### src/logic/pacc_pkg.sv
// Package with register map, field layouts, reset values and timing constants.
//
// Contract
// PLL multiplier is nine-bit feedback value plus two, 2..513, reset gives 50.
// Feedback divisor register bits 15..9 ignore writes and read zero.
// RC trim code is six-bit two's complement, zero is centre frequency.
// Tuning register bits 15..6 read zero.
// Auxiliary PLL runs only while its enable bit 15 is one.
// Bit 14 reports auxiliary PLL lock, read only, writes ignored.
// Bit 13 picks auxiliary oscillator path when one, main VCO when zero; resets one.
// Auxiliary output divider codes 111..001 divide 1..64, code 000 divides 256.
// Bit 7 selects primary oscillator as auxiliary source, else no clock.
// Bit 6 feeds the RC oscillator to auxiliary PLL, else bit 7 decides.
// Reference clock reaches its pin only while output enable bit 15 is one.
// In sleep the reference output runs only if run-in-sleep bit 13 is one.
// Bit 12 selects crystal when one, system clock when zero, as reference input.
// Reference divider divides by two to the four-bit code, up to 32768.
// Software clears output enable before changing the reference divider.
// Auxiliary PLL multiplies its input by a fixed sixteen.
// Writable fields take power-on values at reset; unimplemented bits read zero.
package pacc_pkg;
   localparam logic [3:0]  ADDR_PLL_FBD   = 4'h0;
   localparam logic [3:0]  ADDR_FRC_TUN   = 4'h4;
   localparam logic [3:0]  ADDR_AUX_CTL   = 4'h8;
   localparam logic [3:0]  ADDR_REF_CTL   = 4'hC;
   localparam logic [15:0] PLL_FBD_MASK   = 16'h01FF;
   localparam logic [15:0] FRC_TUN_MASK   = 16'h003F;
   localparam logic [15:0] AUX_CTL_WMASK  = 16'hA7C0;
   localparam logic [15:0] REF_CTL_MASK   = 16'hBF00;
   localparam logic [8:0]  PLL_FBD_RESET  = 9'h030;
   localparam logic [5:0]  FRC_TUN_RESET  = 6'h00;
   localparam logic [15:0] AUX_CTL_RESET  = 16'h2700;
   localparam logic [15:0] REF_CTL_RESET  = 16'h0000;
   localparam logic [9:0]  PLL_MULT_OFFS  = 10'h002;
   localparam logic [4:0]  AUX_PLL_FACTOR = 5'h10;
   localparam int AUX_EN_BIT   = 15;
   localparam int AUX_LOCK_BIT = 14;
   localparam int AUX_SEL_BIT  = 13;
   localparam int AUX_DIV_LSB  = 8;
   localparam int AUX_REF_BIT  = 7;
   localparam int AUX_RC_BIT   = 6;
   localparam int REF_EN_BIT   = 15;
   localparam int REF_SLP_BIT  = 13;
   localparam int REF_SRC_BIT  = 12;
   localparam int REF_DIV_LSB  = 8;
   localparam logic [1:0] RESP_OKAY   = 2'b00;
   localparam logic [1:0] RESP_SLVERR = 2'b10;
   // Auxiliary PLL lock delay.
   localparam int AUX_LOCK_NS  = 400;
   localparam int CLK_PERIOD_NS = 40;
   localparam int AUX_LOCK_CYC = (AUX_LOCK_NS + CLK_PERIOD_NS - 1) / CLK_PERIOD_NS;
   // Auxiliary clock source routing.
   typedef enum logic [1:0] {AUX_SRC_NONE, AUX_SRC_POSC, AUX_SRC_FRC} pacc_aux_src_t;
endpackage

### src/logic/pacc_div_if.sv
// Interface carrying a clock-enable divider request and its output.
`timescale 1ns/1ps
interface pacc_div_if;
   logic        run;
   logic        tick;
   logic [15:0] ratio_m1;
   logic        out_pulse;
   modport ctl (output run, output tick, output ratio_m1, input out_pulse);
   modport div (input run, input tick, input ratio_m1, output out_pulse);
endinterface

### src/logic/pacc_divider.sv
// Enable-pulse divider: emits one pulse per ratio input ticks.
`timescale 1ns/1ps
module pacc_divider (
   // Clock and reset.
   input  wire logic sys_clk_in,
   input  wire logic reset_in,
   // Control.
   pacc_div_if.div   dv
);
   typedef struct packed {
      logic [15:0] cnt;
      logic        pulse;
   } pacc_div_st_t;
   pacc_div_st_t s_r;
   pacc_div_st_t s_nxt;
   always_comb begin
      s_nxt       = s_r;
      s_nxt.pulse = 1'b0;
      if (!dv.run) begin
         s_nxt.cnt = 16'h0000;
      end else if (dv.tick) begin
         if (s_r.cnt >= dv.ratio_m1) begin
            s_nxt.cnt   = 16'h0000;
            s_nxt.pulse = 1'b1;
         end else begin
            s_nxt.cnt = s_r.cnt + 16'h0001;
         end
      end
   end
   always_ff @(posedge sys_clk_in) begin
      if (reset_in) begin
         s_r <= '0;
      end else begin
         s_r <= s_nxt;
      end
   end
   assign dv.out_pulse = s_r.pulse;
endmodule

### src/logic/pacc_top.sv
// Clock configuration registers with auxiliary and reference clock enable paths.
`timescale 1ns/1ps
module pacc_top #(
   parameter int LOCK_CYC = pacc_pkg::AUX_LOCK_CYC
) (
   // Clock and reset.
   input  wire logic        sys_clk_in,
   input  wire logic        reset_in,
   // AXI4-Lite write address and data.
   input  wire logic [3:0]  s_axi_awaddr_in,
   input  wire logic        s_axi_awvalid_in,
   output logic             s_axi_awready_out,
   input  wire logic [31:0] s_axi_wdata_in,
   input  wire logic [3:0]  s_axi_wstrb_in,
   input  wire logic        s_axi_wvalid_in,
   output logic             s_axi_wready_out,
   // AXI4-Lite write response.
   output logic [1:0]       s_axi_bresp_out,
   output logic             s_axi_bvalid_out,
   input  wire logic        s_axi_bready_in,
   // AXI4-Lite read.
   input  wire logic [3:0]  s_axi_araddr_in,
   input  wire logic        s_axi_arvalid_in,
   output logic             s_axi_arready_out,
   output logic [31:0]      s_axi_rdata_out,
   output logic [1:0]       s_axi_rresp_out,
   output logic             s_axi_rvalid_out,
   input  wire logic        s_axi_rready_in,
   // Clock source ticks, one-cycle enables, and the sleep level.
   input  wire logic        posc_tick_in,
   input  wire logic        frc_tick_in,
   input  wire logic        main_pll_vco_output_tick_in,
   input  wire logic        sleep_in,
   // Configuration outputs, auxiliary clock tick and reference clock pin.
   output logic [9:0]       pll_mult_factor_out,
   output logic [5:0]       frc_trim_code_out,
   output logic             aux_pll_running_out,
   output logic [1:0]       aux_pll_src_out,
   output logic [4:0]       aux_pll_factor_out,
   output logic             aux_clk_tick_out,
   output logic             ref_clock_pin_out
);
   // The lock counter is sixteen bits wide and must count at least once.
   if (LOCK_CYC < 1 || LOCK_CYC > 65535) begin : g_bad_lock
      $error("LOCK_CYC out of range");
   end

   typedef struct packed {
      logic        aw_got;
      logic [3:0]  aw_addr;
      logic        w_got;
      logic [31:0] w_data;
      logic [3:0]  w_strb;
      logic        bvalid;
      logic [1:0]  bresp;
      logic        rvalid;
      logic [31:0] rdata;
      logic [1:0]  rresp;
      logic [8:0]  pll_fbd;
      logic [5:0]  frc_tun;
      logic [15:0] aux_ctl;
      logic [15:0] ref_ctl;
      logic [15:0] lock_cnt;
      logic        locked;
      logic        ref_pin;
   } pacc_st_t;

   pacc_st_t s_r;
   pacc_st_t s_nxt;

   pacc_div_if aux_dv ();
   pacc_div_if ref_dv ();

   pacc_divider u_aux_div (
      .sys_clk_in (sys_clk_in),
      .reset_in   (reset_in),
      .dv         (aux_dv.div)
   );
   pacc_divider u_ref_div (
      .sys_clk_in (sys_clk_in),
      .reset_in   (reset_in),
      .dv         (ref_dv.div)
   );

   logic          aux_pll_on;
   logic          aux_pll_in_tick;
   logic          aux_src_tick;
   logic [2:0]    aux_code;
   logic [3:0]    ref_code;
   logic          ref_run;
   pacc_pkg::pacc_aux_src_t aux_src;

   always_comb begin
      aux_pll_on = s_r.aux_ctl[pacc_pkg::AUX_EN_BIT];
      if (s_r.aux_ctl[pacc_pkg::AUX_RC_BIT]) begin
         aux_src = pacc_pkg::AUX_SRC_FRC;
      end else if (s_r.aux_ctl[pacc_pkg::AUX_REF_BIT]) begin
         aux_src = pacc_pkg::AUX_SRC_POSC;
      end else begin
         aux_src = pacc_pkg::AUX_SRC_NONE;
      end
      unique case (aux_src)
         pacc_pkg::AUX_SRC_FRC:  aux_pll_in_tick = frc_tick_in;
         pacc_pkg::AUX_SRC_POSC: aux_pll_in_tick = posc_tick_in;
         pacc_pkg::AUX_SRC_NONE: aux_pll_in_tick = 1'b0;
      endcase
      // The PLL output is modelled by its input tick once locked.
      if (s_r.aux_ctl[pacc_pkg::AUX_SEL_BIT]) begin
         aux_src_tick = aux_pll_on && s_r.locked && aux_pll_in_tick;
      end else begin
         aux_src_tick = main_pll_vco_output_tick_in;
      end
      aux_code = s_r.aux_ctl[pacc_pkg::AUX_DIV_LSB +: 3];
      ref_code = s_r.ref_ctl[pacc_pkg::REF_DIV_LSB +: 4];
      ref_run  = s_r.ref_ctl[pacc_pkg::REF_EN_BIT]
                 && (!sleep_in || s_r.ref_ctl[pacc_pkg::REF_SLP_BIT]);
   end

   always_comb begin
      aux_dv.run  = 1'b1;
      aux_dv.tick = aux_src_tick;
      if (aux_code == 3'b000) begin
         aux_dv.ratio_m1 = 16'h00FF;
      end else begin
         aux_dv.ratio_m1 = 16'((16'h0001 << (3'd7 - aux_code)) - 16'h0001);
      end
      ref_dv.run  = ref_run;
      ref_dv.tick = s_r.ref_ctl[pacc_pkg::REF_SRC_BIT] ? posc_tick_in : 1'b1;
      // Two output pulses make one pin period, so the pin toggles every 2^(n-1) ticks.
      ref_dv.ratio_m1 = (ref_code == 4'h0) ? 16'h0000
                        : 16'((16'h0001 << (ref_code - 4'h1)) - 16'h0001);
   end

   logic        wr_fire;
   logic        rd_fire;
   logic [15:0] wd;

   assign wd = s_r.w_data[15:0];

   assign wr_fire = s_r.aw_got && s_r.w_got && !s_r.bvalid;
   assign rd_fire = s_axi_arvalid_in && !s_r.rvalid;

   always_comb begin
      logic [15:0] ctl;
      logic [15:0] rsel;
      ctl   = 16'h0000;
      rsel  = 16'h0000;
      s_nxt = s_r;
      if (s_axi_awvalid_in && !s_r.aw_got) begin
         s_nxt.aw_got  = 1'b1;
         s_nxt.aw_addr = s_axi_awaddr_in;
      end
      if (s_axi_wvalid_in && !s_r.w_got) begin
         s_nxt.w_got  = 1'b1;
         s_nxt.w_data = s_axi_wdata_in;
         s_nxt.w_strb = s_axi_wstrb_in;
      end
      if (wr_fire) begin
         s_nxt.aw_got = 1'b0;
         s_nxt.w_got  = 1'b0;
         s_nxt.bvalid = 1'b1;
         s_nxt.bresp  = pacc_pkg::RESP_OKAY;
         if (s_r.aw_addr[1:0] != 2'b00) begin
            s_nxt.bresp = pacc_pkg::RESP_SLVERR;
         end else begin
            unique case (s_r.aw_addr)
               pacc_pkg::ADDR_PLL_FBD: begin
                  if (s_r.w_strb[0]) s_nxt.pll_fbd[7:0] = wd[7:0];
                  if (s_r.w_strb[1]) s_nxt.pll_fbd[8] = wd[8];
               end
               pacc_pkg::ADDR_FRC_TUN: begin
                  if (s_r.w_strb[0]) s_nxt.frc_tun = wd[5:0];
               end
               pacc_pkg::ADDR_AUX_CTL: begin
                  ctl = s_r.aux_ctl;
                  if (s_r.w_strb[0]) ctl[7:0] = wd[7:0];
                  if (s_r.w_strb[1]) ctl[15:8] = wd[15:8];
                  s_nxt.aux_ctl = (ctl & pacc_pkg::AUX_CTL_WMASK)
                                  | (s_r.aux_ctl & ~pacc_pkg::AUX_CTL_WMASK);
               end
               pacc_pkg::ADDR_REF_CTL: begin
                  ctl = s_r.ref_ctl;
                  if (s_r.w_strb[1]) ctl[15:8] = wd[15:8];
                  // Divider changes are honoured as written; software keeps the order.
                  s_nxt.ref_ctl = ctl & pacc_pkg::REF_CTL_MASK;
               end
               default: s_nxt.bresp = pacc_pkg::RESP_SLVERR;
            endcase
         end
      end
      if (s_r.bvalid && s_axi_bready_in) begin
         s_nxt.bvalid = 1'b0;
      end
      if (rd_fire) begin
         s_nxt.rvalid = 1'b1;
         s_nxt.rresp  = pacc_pkg::RESP_OKAY;
         unique case (s_axi_araddr_in)
            pacc_pkg::ADDR_PLL_FBD: rsel = {7'h00, s_r.pll_fbd};
            pacc_pkg::ADDR_FRC_TUN: rsel = {10'h000, s_r.frc_tun};
            pacc_pkg::ADDR_AUX_CTL: rsel = s_r.aux_ctl;
            pacc_pkg::ADDR_REF_CTL: rsel = s_r.ref_ctl;
            default:                s_nxt.rresp = pacc_pkg::RESP_SLVERR;
         endcase
         s_nxt.rdata = {16'h0000, rsel};
      end else if (s_r.rvalid && s_axi_rready_in) begin
         s_nxt.rvalid = 1'b0;
      end
      // Lock follows enable with a source selected after the lock delay and drops one cycle after the enable bit clears or the source goes to none.
      if (!aux_pll_on || aux_src == pacc_pkg::AUX_SRC_NONE) begin
         s_nxt.lock_cnt = 16'h0000;
         s_nxt.locked   = 1'b0;
      end else if (s_r.lock_cnt >= 16'(LOCK_CYC - 1)) begin
         s_nxt.locked = 1'b1;
      end else begin
         s_nxt.lock_cnt = s_r.lock_cnt + 16'h0001;
      end
      s_nxt.aux_ctl[pacc_pkg::AUX_LOCK_BIT] = s_nxt.locked;
      if (!ref_run) begin
         s_nxt.ref_pin = 1'b0;
      end else if (ref_code == 4'h0) begin
         // Code zero passes the source ticks to the pin undivided, so a source
         // that ticks every cycle shows as a steady high level.
         s_nxt.ref_pin = ref_dv.tick;
      end else if (ref_dv.out_pulse) begin
         s_nxt.ref_pin = !s_r.ref_pin;
      end
   end

   always_ff @(posedge sys_clk_in) begin
      if (reset_in) begin
         s_r         <= '0;
         s_r.pll_fbd <= pacc_pkg::PLL_FBD_RESET;
         s_r.frc_tun <= pacc_pkg::FRC_TUN_RESET;
         s_r.aux_ctl <= pacc_pkg::AUX_CTL_RESET;
         s_r.ref_ctl <= pacc_pkg::REF_CTL_RESET;
      end else begin
         s_r <= s_nxt;
      end
   end

   assign s_axi_awready_out  = !s_r.aw_got;
   assign s_axi_wready_out   = !s_r.w_got;
   assign s_axi_bvalid_out   = s_r.bvalid;
   assign s_axi_bresp_out    = s_r.bresp;
   assign s_axi_arready_out  = !s_r.rvalid;
   assign s_axi_rvalid_out   = s_r.rvalid;
   assign s_axi_rdata_out    = s_r.rdata;
   assign s_axi_rresp_out    = s_r.rresp;
   assign pll_mult_factor_out = {1'b0, s_r.pll_fbd} + pacc_pkg::PLL_MULT_OFFS;
   assign frc_trim_code_out  = s_r.frc_tun;
   assign aux_pll_running_out = aux_pll_on;
   assign aux_pll_src_out    = aux_src;
   assign aux_pll_factor_out = pacc_pkg::AUX_PLL_FACTOR;
   assign aux_clk_tick_out   = aux_dv.out_pulse;
   assign ref_clock_pin_out  = s_r.ref_pin;

   chk_lock_needs_enable: assert property (@(posedge sys_clk_in) disable iff (reset_in)
      !s_r.aux_ctl[pacc_pkg::AUX_EN_BIT] |=> !s_r.aux_ctl[pacc_pkg::AUX_LOCK_BIT])
      else $error("lock shown while PLL disabled");
   chk_fbd_upper_zero: assert property (@(posedge sys_clk_in) disable iff (reset_in)
      s_r.rvalid && $past(s_axi_araddr_in) == pacc_pkg::ADDR_PLL_FBD && $rose(s_r.rvalid)
      |-> s_r.rdata[31:9] == 23'h000000)
      else $error("feedback divisor upper bits nonzero");
   chk_tun_upper_zero: assert property (@(posedge sys_clk_in) disable iff (reset_in)
      $rose(s_r.rvalid) && $past(s_axi_araddr_in) == pacc_pkg::ADDR_FRC_TUN
      |-> s_r.rdata[31:6] == 26'h0000000)
      else $error("tuning upper bits nonzero");
   chk_mult_offset: assert property (@(posedge sys_clk_in) disable iff (reset_in)
      pll_mult_factor_out == {1'b0, s_r.pll_fbd} + 10'h002)
      else $error("multiplier not divisor plus two");
   chk_ref_pin_off: assert property (@(posedge sys_clk_in) disable iff (reset_in)
      !s_r.ref_ctl[pacc_pkg::REF_EN_BIT] |=> !ref_clock_pin_out)
      else $error("reference pin active while disabled");
   chk_ref_sleep_stop: assert property (@(posedge sys_clk_in) disable iff (reset_in)
      sleep_in && !s_r.ref_ctl[pacc_pkg::REF_SLP_BIT] |=> !ref_clock_pin_out)
      else $error("reference pin runs in sleep");
   chk_aux_no_src: assert property (@(posedge sys_clk_in) disable iff (reset_in)
      !s_r.aux_ctl[pacc_pkg::AUX_RC_BIT] && !s_r.aux_ctl[pacc_pkg::AUX_REF_BIT]
      |-> aux_pll_src_out == 2'(pacc_pkg::AUX_SRC_NONE))
      else $error("source chosen with no input selected");
   chk_aux_rc_src: assert property (@(posedge sys_clk_in) disable iff (reset_in)
      s_r.aux_ctl[pacc_pkg::AUX_RC_BIT] |-> aux_pll_src_out == 2'(pacc_pkg::AUX_SRC_FRC))
      else $error("RC select not honoured");
   chk_aux_reset_val: assert property (@(posedge sys_clk_in)
      $past(reset_in) |-> s_r.aux_ctl == 16'h2700 && s_r.pll_fbd == 9'h030)
      else $error("reset values wrong");
   chk_aux_div256: assert property (@(posedge sys_clk_in) disable iff (reset_in)
      aux_code == 3'b000 |-> aux_dv.ratio_m1 == 16'h00FF)
      else $error("code zero not divide by 256");
endmodule

### config.mk
export PLATFORM = sky130hd
export DESIGN_NAME = pacc_top
export DESIGN_NICKNAME = d
export VERILOG_FILES = /design/src/logic/pacc_pkg.sv /design/src/logic/pacc_div_if.sv /design/src/logic/pacc_divider.sv /design/src/logic/pacc_top.sv
export SDC_FILE = /design/constraint.sdc
export NUM_CORES = 1
export LEC_CHECK = 0
export BUFFER_PORTS_ARGS = -buffer_cell sky130_fd_sc_hd__buf_4
export CAP_MARGIN = 20
export CORE_UTILIZATION = 60
export DETAILED_ROUTE_END_ITERATION = 8
export PLACE_DENSITY = 0.89
export SLEW_MARGIN = 20
export SYNTH_ARGS = -nofsm -noshare
export SYNTH_HDL_FRONTEND = slang
export SYNTH_HIERARCHICAL = 1
export SYNTH_SLANG_ARGS = --single-unit
### constraint.sdc
create_clock -name sys_clk_in -period 6.36 [get_ports sys_clk_in]
set_input_delay 0.636 -clock sys_clk_in [delete_from_list [all_inputs] [get_ports sys_clk_in]]
set_output_delay 0.636 -clock sys_clk_in [all_outputs]
set_load 0.02 [all_outputs]
==> impl_metrics.py, run 1 <==
metrics = {
    "pwr": {
        "combPwrFrac_pct": 5.8,
        "sw_frac_of_total_pct": 25.3,
        "power.switching_uw": 448,
        "seqPwrFrac_pct": 45.2,
        "p_int_mw": 1.32,
        "clock_power_share_pct": 49.0,
        "p_leak_nw": 3.22,
        "peakVddDrop_mv": 0.188,
        "powerDensity_mw_per_mm2": 233,
    },
    "drt": {
        "wire_per_inst_um": 14.1,
        "remaining_drc_errors": 0,
        "vias": 5358,
        "drtIter0Drc": 354,
        "wl_um": 14000,
        "firstDrtPassIters": 5,
        "ant_nets": 0,
        "viasPerCell": 5.40,
    },
    "sta": {
        "fin_ws_ps": 2690,
        "period_share_pct": 57.7,
        "worst_clock_skew_ps": 10.3,
        "setup_viol": 0,
        "max_freq_mhz": 273,
        "finalMaxSlewViolations": 0,
        "tightest_slew_ps": 785,
        "rsz0062_at_grt": "false",
        "period_minus_slack_ps": 3670,
        "slew_headroom_pct": 47.4,
        "final_hold_viol_count": 0,
        "hold_slack_ps": 295,
        "finalSetupTns_ps": 0,
    },
    "floorplan": {
        "io-pin-count": 122,
        "die_w_um": 108,
        "die_h_um": 108,
        "dieArea_mm2": 0.0117,
        "start_util_pct": 62.0,
        "fp-row-count": 38,
        "core_mm2": 0.0109,
    },
    "place": {
        "gp_congestion": 0.811,
        "dp.cells": 960,
        "placed_area_mm2": 0.00706,
        "dpl.hpwl_um": 9850,
        "dpl_worst_slack_ps": 2700,
        "io_buffers": 79,
    },
    "layout": {
        "area_growth_pct": 12.5,
        "layout.cells.non_filler": 992,
        "n_fill_cell": 812,
        "stdcell_area_mm2": 0.00760,
        "nNetsFinal": 933,
        "antenna_cells": 0,
        "drive_gt1_share_pct": 16.3,
    },
    "job": {
        "cap_violations": 0,
    },
    "hold_path": {
        "min_from": "s_axi_rready_in",
        "hold_path_class": "in2reg",
    },
    "global_route": {
        "grt_overflow": 0,
        "grt_usage_pct": 24.9,
        "grt_pass1_vias": 4936,
        "grt_start_max_net_pins": 75,
        "grt_pass1_wl_um": 22900,
        "antenna_found_initial": 0,
    },
    "clock_tree": {
        "cts_max_path_buffers": 2,
        "cts_resized": 0,
        "cts_sinks": 124,
        "cts_tree": "built",
        "h-tree-depth": 4,
        "cts_hold_buffers": 0,
        "insertion_delay_ps": 520,
        "cts_setup_buffers": 0,
        "clock-root-buffer": "clkbuf_8",
        "clk_pin_slew_worst_paths_ps": 60,
        "cts-buffers-inserted": 17,
    },
    "synthesis": {
        "synth-seq-area-share_pct": 36.8,
        "ys_ff_latch": 124,
        "synth_area_mm2": 0.00675,
        "yosys-top-cells-area": "dfxtp_1 37%, ha_1 7.2%, mux2i_1 5.8%",
        "ys_warn_count": 6,
        "synth_edf_count": 0,
        "synthDominantCellAreaShare_pct": 36.8,
        "avgSynthCellArea_um2": 8.50,
        "yosysUniqueCellTypes": 54,
        "synth_top_flop_cell": "dfxtp_1",
        "async_flop_share_pct": 0,
        "synthesis.instances": 794,
        "yosys.area.top_type": "dfxtp_1",
    },
    "setup_path": {
        "crit_arrival_ps": 4060,
        "cp_data_required_time_ps": 6750,
        "start_kind": "flip-flop",
        "r2r_start": "ref_code[0]$_SDFFE_PP0P_",
        "end_kind": "flip-flop",
        "crit_start": "ref_code[0]$_SDFFE_PP0P_",
        "critPathMaxFanout": 15,
        "crit_type": "reg2reg",
    },
    "outcome": {
        "status": "complete, no violations",
    },
}
## worst max-delay path: stages (launching register included)
cell,delay (ps)
dfxtp_1,600
nand2b_1,170
or3_1,330
ha_1,330
nand2b_1,250
mux2_2,310
o22ai_1,140
inv_1,70
ha_1,290
nand4_2,140
nor3_2,280
nor4_2,100
a31oi_4,420
nor2_1,100
## placed cells by master (no fill, tap or decap), types with 29 or more instances in the layout
cell,count
a21oi_1,43
buf_4,80
conb_1,34
dfxtp_1,124
ha_1,39
inv_1,48
mux2i_1,39
nand2_1,81
nor2_1,93
xor2_1,29
## cell usage after synthesis, drive strengths merged, types with 14 or more instances
master	instances
mux2i	39
a21oi	43
inv	48
nand4	16
nand3	26
buf	63
and2	14
dfxtp	124
ha	39
nor3	20
xor2	29
nor2	93
clkbuf	23
o21ai	25
nand2b	14
nand2	81
## registers in the layout (all words and copies together), names as in the netlist
name,cells
ref_code,4
ref_clock_pin_out,1
s_axi_bvalid_out,1
s_r,55
u_aux_div/s_r,16
s_axi_rvalid_out,1
s_axi_rresp_out,1
u_aux_div/dv.out_pulse,1
u_ref_div/dv.out_pulse,1
s_axi_bresp_out,1
s_axi_rdata_out,16
aux_code,3
frc_trim_code_out,6
u_ref_div/s_r,16
aux_pll_running_out,1
## power groups by stage
stage | logic (mW) | clock network (mW) | registers [mW]
detailed placement | 0.101 | 0 | 0.816
floorplan | 0.0839 | 0 | 0.814
global placement | 0.0993 | 0 | 0.815
global route | 0.112 | 0.921 | 0.800
finish | 0.103 | 0.868 | 0.799
CTS | 0.102 | 0.876 | 0.799
## layout make-up
type | count | area (um2) | area share (%)
clock buffer | 18 | 428 | 5.63
clock inverter | 14 | 110 | 1.45
inverter | 48 | 180 | 2.37
multi-input combinational | 568 | 3620 | 47.7
sequential | 124 | 2480 | 32.7
tap | 140 | 175 | 2.31
timing repair buffer | 80 | 601 | 7.91
## layer usage
layer  vias up  GRT usage (%)  part of all wire, %
li1       2687              -                    -
met1      2519           29.9                   42
met2       133           42.0                   51
met3        19           6.57                  5.0
met4         0           10.4                  1.5
met5         -              0                    0
## worst paths after layout
kind	end	slack, ps	cells past startpoint
setup / recovery	u_ref_div/s_r[11]$_SDFFE_PP0P_	2690	13
hold / removal	s_axi_rvalid_out$_SDFFE_PP0P_	300	2
setup reg to reg	u_ref_div/s_r[11]$_SDFFE_PP0P_	2690	13
hold reg to reg	s_r[119]$_SDFFE_PP0P_	450	2
## cell families after synthesis
logic type,Yosys count,share of synthesized area [%]
AND/OR/NAND/NOR,316,24.0
XOR/XNOR,36,4.67
other,2,0.111
multiplexers,44,6.61
buffers and inverters,134,11.5
adder cells (fa/ha/maj),39,7.23
AO/OA/AOI/OAI,99,9.06
flip-flops,124,36.8
## through the flow
step	utilization [%]	power [mW]
final	69.8	1.77
after global routing	69.8	1.83
after CTS	69.8	1.78
after detailed placement	64.8	0.916
after global placement	64.8	0.914
after floorplan	-	0.898
(Power assumes the default switching activity.)
==> run 2: changes to the inputs <==
--- a/config.mk
+++ b/config.mk
@@ -7,9 +7,9 @@
 export LEC_CHECK = 0
 export BUFFER_PORTS_ARGS = -buffer_cell sky130_fd_sc_hd__buf_4
 export CAP_MARGIN = 20
-export CORE_UTILIZATION = 60
+export CORE_UTILIZATION = 51
 export DETAILED_ROUTE_END_ITERATION = 8
-export PLACE_DENSITY = 0.89
+export PLACE_DENSITY = 0.81
 export SLEW_MARGIN = 20
 export SYNTH_ARGS = -nofsm -noshare
 export SYNTH_HDL_FRONTEND = slang
==> constraint.sdc (replaced) <==
create_clock -name sys_clk_in -period 3.28 [get_ports sys_clk_in]
set_input_delay 0.328 -clock sys_clk_in [delete_from_list [all_inputs] [get_ports sys_clk_in]]
set_output_delay 0.328 -clock sys_clk_in [all_outputs]
set_load 0.02 [all_outputs]
==> impl_metrics.py, run 2 (same netlist as run 1, synthesis figures left out) <==
metrics = {
    "drt": {
        "ant_nets": 0,
        "vias": 5292,
        "firstDrtPassIters": 5,
        "drtIter0Drc": 332,
        "wire_per_inst_um": 13.7,
        "remaining_drc_errors": 0,
        "wl_um": 14100,
        "viasPerCell": 5.13,
    },
    "hold_path": {
        "min_path_cells": 2,
        "hold_path_class": "in2reg",
    },
    "setup_path": {
        "cp.depth": 15,
        "cpMaxStageDelayCell": "dfxtp_1",
        "end_kind": "flip-flop",
        "cp_top_family": "simple AND/OR/NAND/NOR gates",
        "crit_arrival_ps": 3370,
        "critPathMaxFanout": 15,
        "critPathMaxStageDelay_ps": 390,
        "crit_chain": "nand2b_1 > or3_1 > ha_1 > buf_4 > nand2b_1 > o22ai_1 > a22o_1 > inv_1 > ha_1 > nand4_2 > o21bai_1 > nor4_2 > a31oi_4 > buf_12 > nor2_1",
        "crit_type": "reg2reg",
        "cp_num_buf_inv": 3,
        "reg2reg_depth": 15,
        "cp_data_required_time_ps": 3620,
        "start_kind": "flip-flop",
    },
    "floorplan": {
        "start_util_pct": 52.9,
        "die_h_um": 117,
        "fp-row-count": 41,
        "core_mm2": 0.0128,
        "die_w_um": 117,
        "dieArea_mm2": 0.0137,
        "io-pin-count": 122,
    },
    "sta": {
        "finalSetupTns_ps": 0,
        "rsz0062_at_grt": "false",
        "finalMaxSlewViolations": 0,
        "max_freq_mhz": 330,
        "slew_headroom_pct": 44.0,
        "tightest_slew_ps": 837,
        "worst_clock_skew_ps": 10.4,
        "final_hold_viol_count": 0,
        "period_share_pct": 92.3,
        "period_minus_slack_ps": 3030,
        "setup_viol": 0,
    },
    "pwr": {
        "p_leak_nw": 3.30,
        "peakVddDrop_mv": 0.398,
        "powerDensity_mw_per_mm2": 465,
    },
    "clock_tree": {
        "cts_sinks": 124,
        "cts_tree": "built",
        "cts-buffers-inserted": 17,
        "cts_hold_buffers": 0,
        "h-tree-depth": 4,
        "clock-root-buffer": "clkbuf_16",
        "clk_pin_slew_worst_paths_ps": 60,
        "insertion_delay_ps": 410,
        "cts_max_path_buffers": 2,
    },
    "layout": {
        "area_growth_pct": 14.9,
        "antenna_cells": 0,
        "final_common_cell": "dfxtp_1",
        "top_register": "s_r",
        "final_cell_mix": "124 x dfxtp_1, 93 x nor2_1, 87 x buf_4",
        "layout.cells.non_filler": 1032,
        "n_fill_cell": 1096,
        "nNetsFinal": 941,
        "drive_gt1_share_pct": 16.9,
        "largest_reg_flops": 55,
    },
    "global_route": {
        "grt_pass1_vias": 5013,
        "grt_usage_pct": 22.0,
        "grt_pass1_wl_um": 23400,
        "grt_start_max_net_pins": 45,
        "grt_overflow": 0,
        "antenna_found_initial": 0,
    },
    "job": {
        "cap_violations": 0,
    },
    "place": {
        "dp.cells": 999,
        "dpl.hpwl_um": 10100,
        "gp_congestion": 0.819,
        "io_buffers": 79,
    },
    "outcome": {
        "status": "complete, no violations",
    },
}
## run 2: changes by cell type in the layout (fill, tap and decap cells not counted)
cell | previous run | this run
inv_8 | 1 | 0
clkbuf_1 | 0 | 1
buf_12 | 0 | 1
nor2b_2 | 1 | 0
buf_4 | 80 | 87
inv_6 | 4 | 3
bufinv_16 | 0 | 2
clkbuf_16 | 16 | 17
clkinvlp_4 | 3 | 1
nor2b_1 | 9 | 10
## run 2: repair_timing
| action | in CTS | in global routing |
|---|---|---|
| buffers inserted | 0 | 1 |
| setup endpoints to repair | 0 | 15 |
| resized for setup | 0 | 0 |
## run 2: layer usage
layer | GRT usage (%) | up-vias | share of wire (%)
li1 | - | 2708 | -
met1 | 27.4 | 2461 | 45
met2 | 36.3 | 106 | 49
met3 | 6.69 | 17 | 4.8
met4 | 7.43 | 0 | 1.5
met5 | 0 | - | 0
## run 2: worst paths after layout
kind                                         start  slack [ps]                               end
hold / removal                     s_axi_rready_in          90     s_axi_rvalid_out$_SDFFE_PP0P_
setup reg to reg          ref_code[0]$_SDFFE_PP0P_         250     u_ref_div/s_r[4]$_SDFFE_PP0P_
hold reg to reg   s_axi_rdata_out[10]$_SDFFE_PP0P_         450  s_axi_rdata_out[10]$_SDFFE_PP0P_
setup / recovery          ref_code[0]$_SDFFE_PP0P_         250     u_ref_div/s_r[4]$_SDFFE_PP0P_
## run 2: layout make-up
class / instances / area, um2 / share of cell area, %
Clock inverter: 12 / 135 / 1.74
Tap cell: 172 / 215 / 2.77
Sequential cell: 124 / 2480 / 32.0
Inverter: 48 / 180 / 2.32
Clock buffer: 20 / 457 / 5.88
Multi-Input combinational cell: 568 / 3620 / 46.6
Timing Repair Buffer: 88 / 673 / 8.67
## run 2: worst reg2reg max path, delay by kind of cell (launching register included)
family / cells / cell delay, ps
simple gates: 6 / 1160
buf+inv: 3 / 390
flops: 1 / 390
fa+ha+maj: 2 / 430
compound gates: 4 / 590
## run 2: metrics by stage
step | setup slack (ps) | hold slack (ps) | utilization [%] | area (um2) | power [mW]
3_5_place_dp | 145 | 447 | 56.0 | 7150 | 1.78
4_1_cts | 107 | 79.8 | 60.6 | 7740 | 3.63
5_1_grt | 20.2 | 77.7 | 60.8 | 7760 | 3.73
6_report | 254 | 92.8 | 60.8 | 7760 | 3.61
2_1_floorplan | 283 | 426 | - | 6870 | 1.74
3_3_place_gp | 226 | 440 | 56.0 | 7150 | 1.78
## run 2: report_power, final
| group | internal [mW] | switching (mW) |
|---|---|---|
| clock | 1.16 | 0.691 |
| combinational | 0.0755 | 0.124 |
| sequential | 1.53 | 0.0216 |
| total | 2.77 | 0.837 |
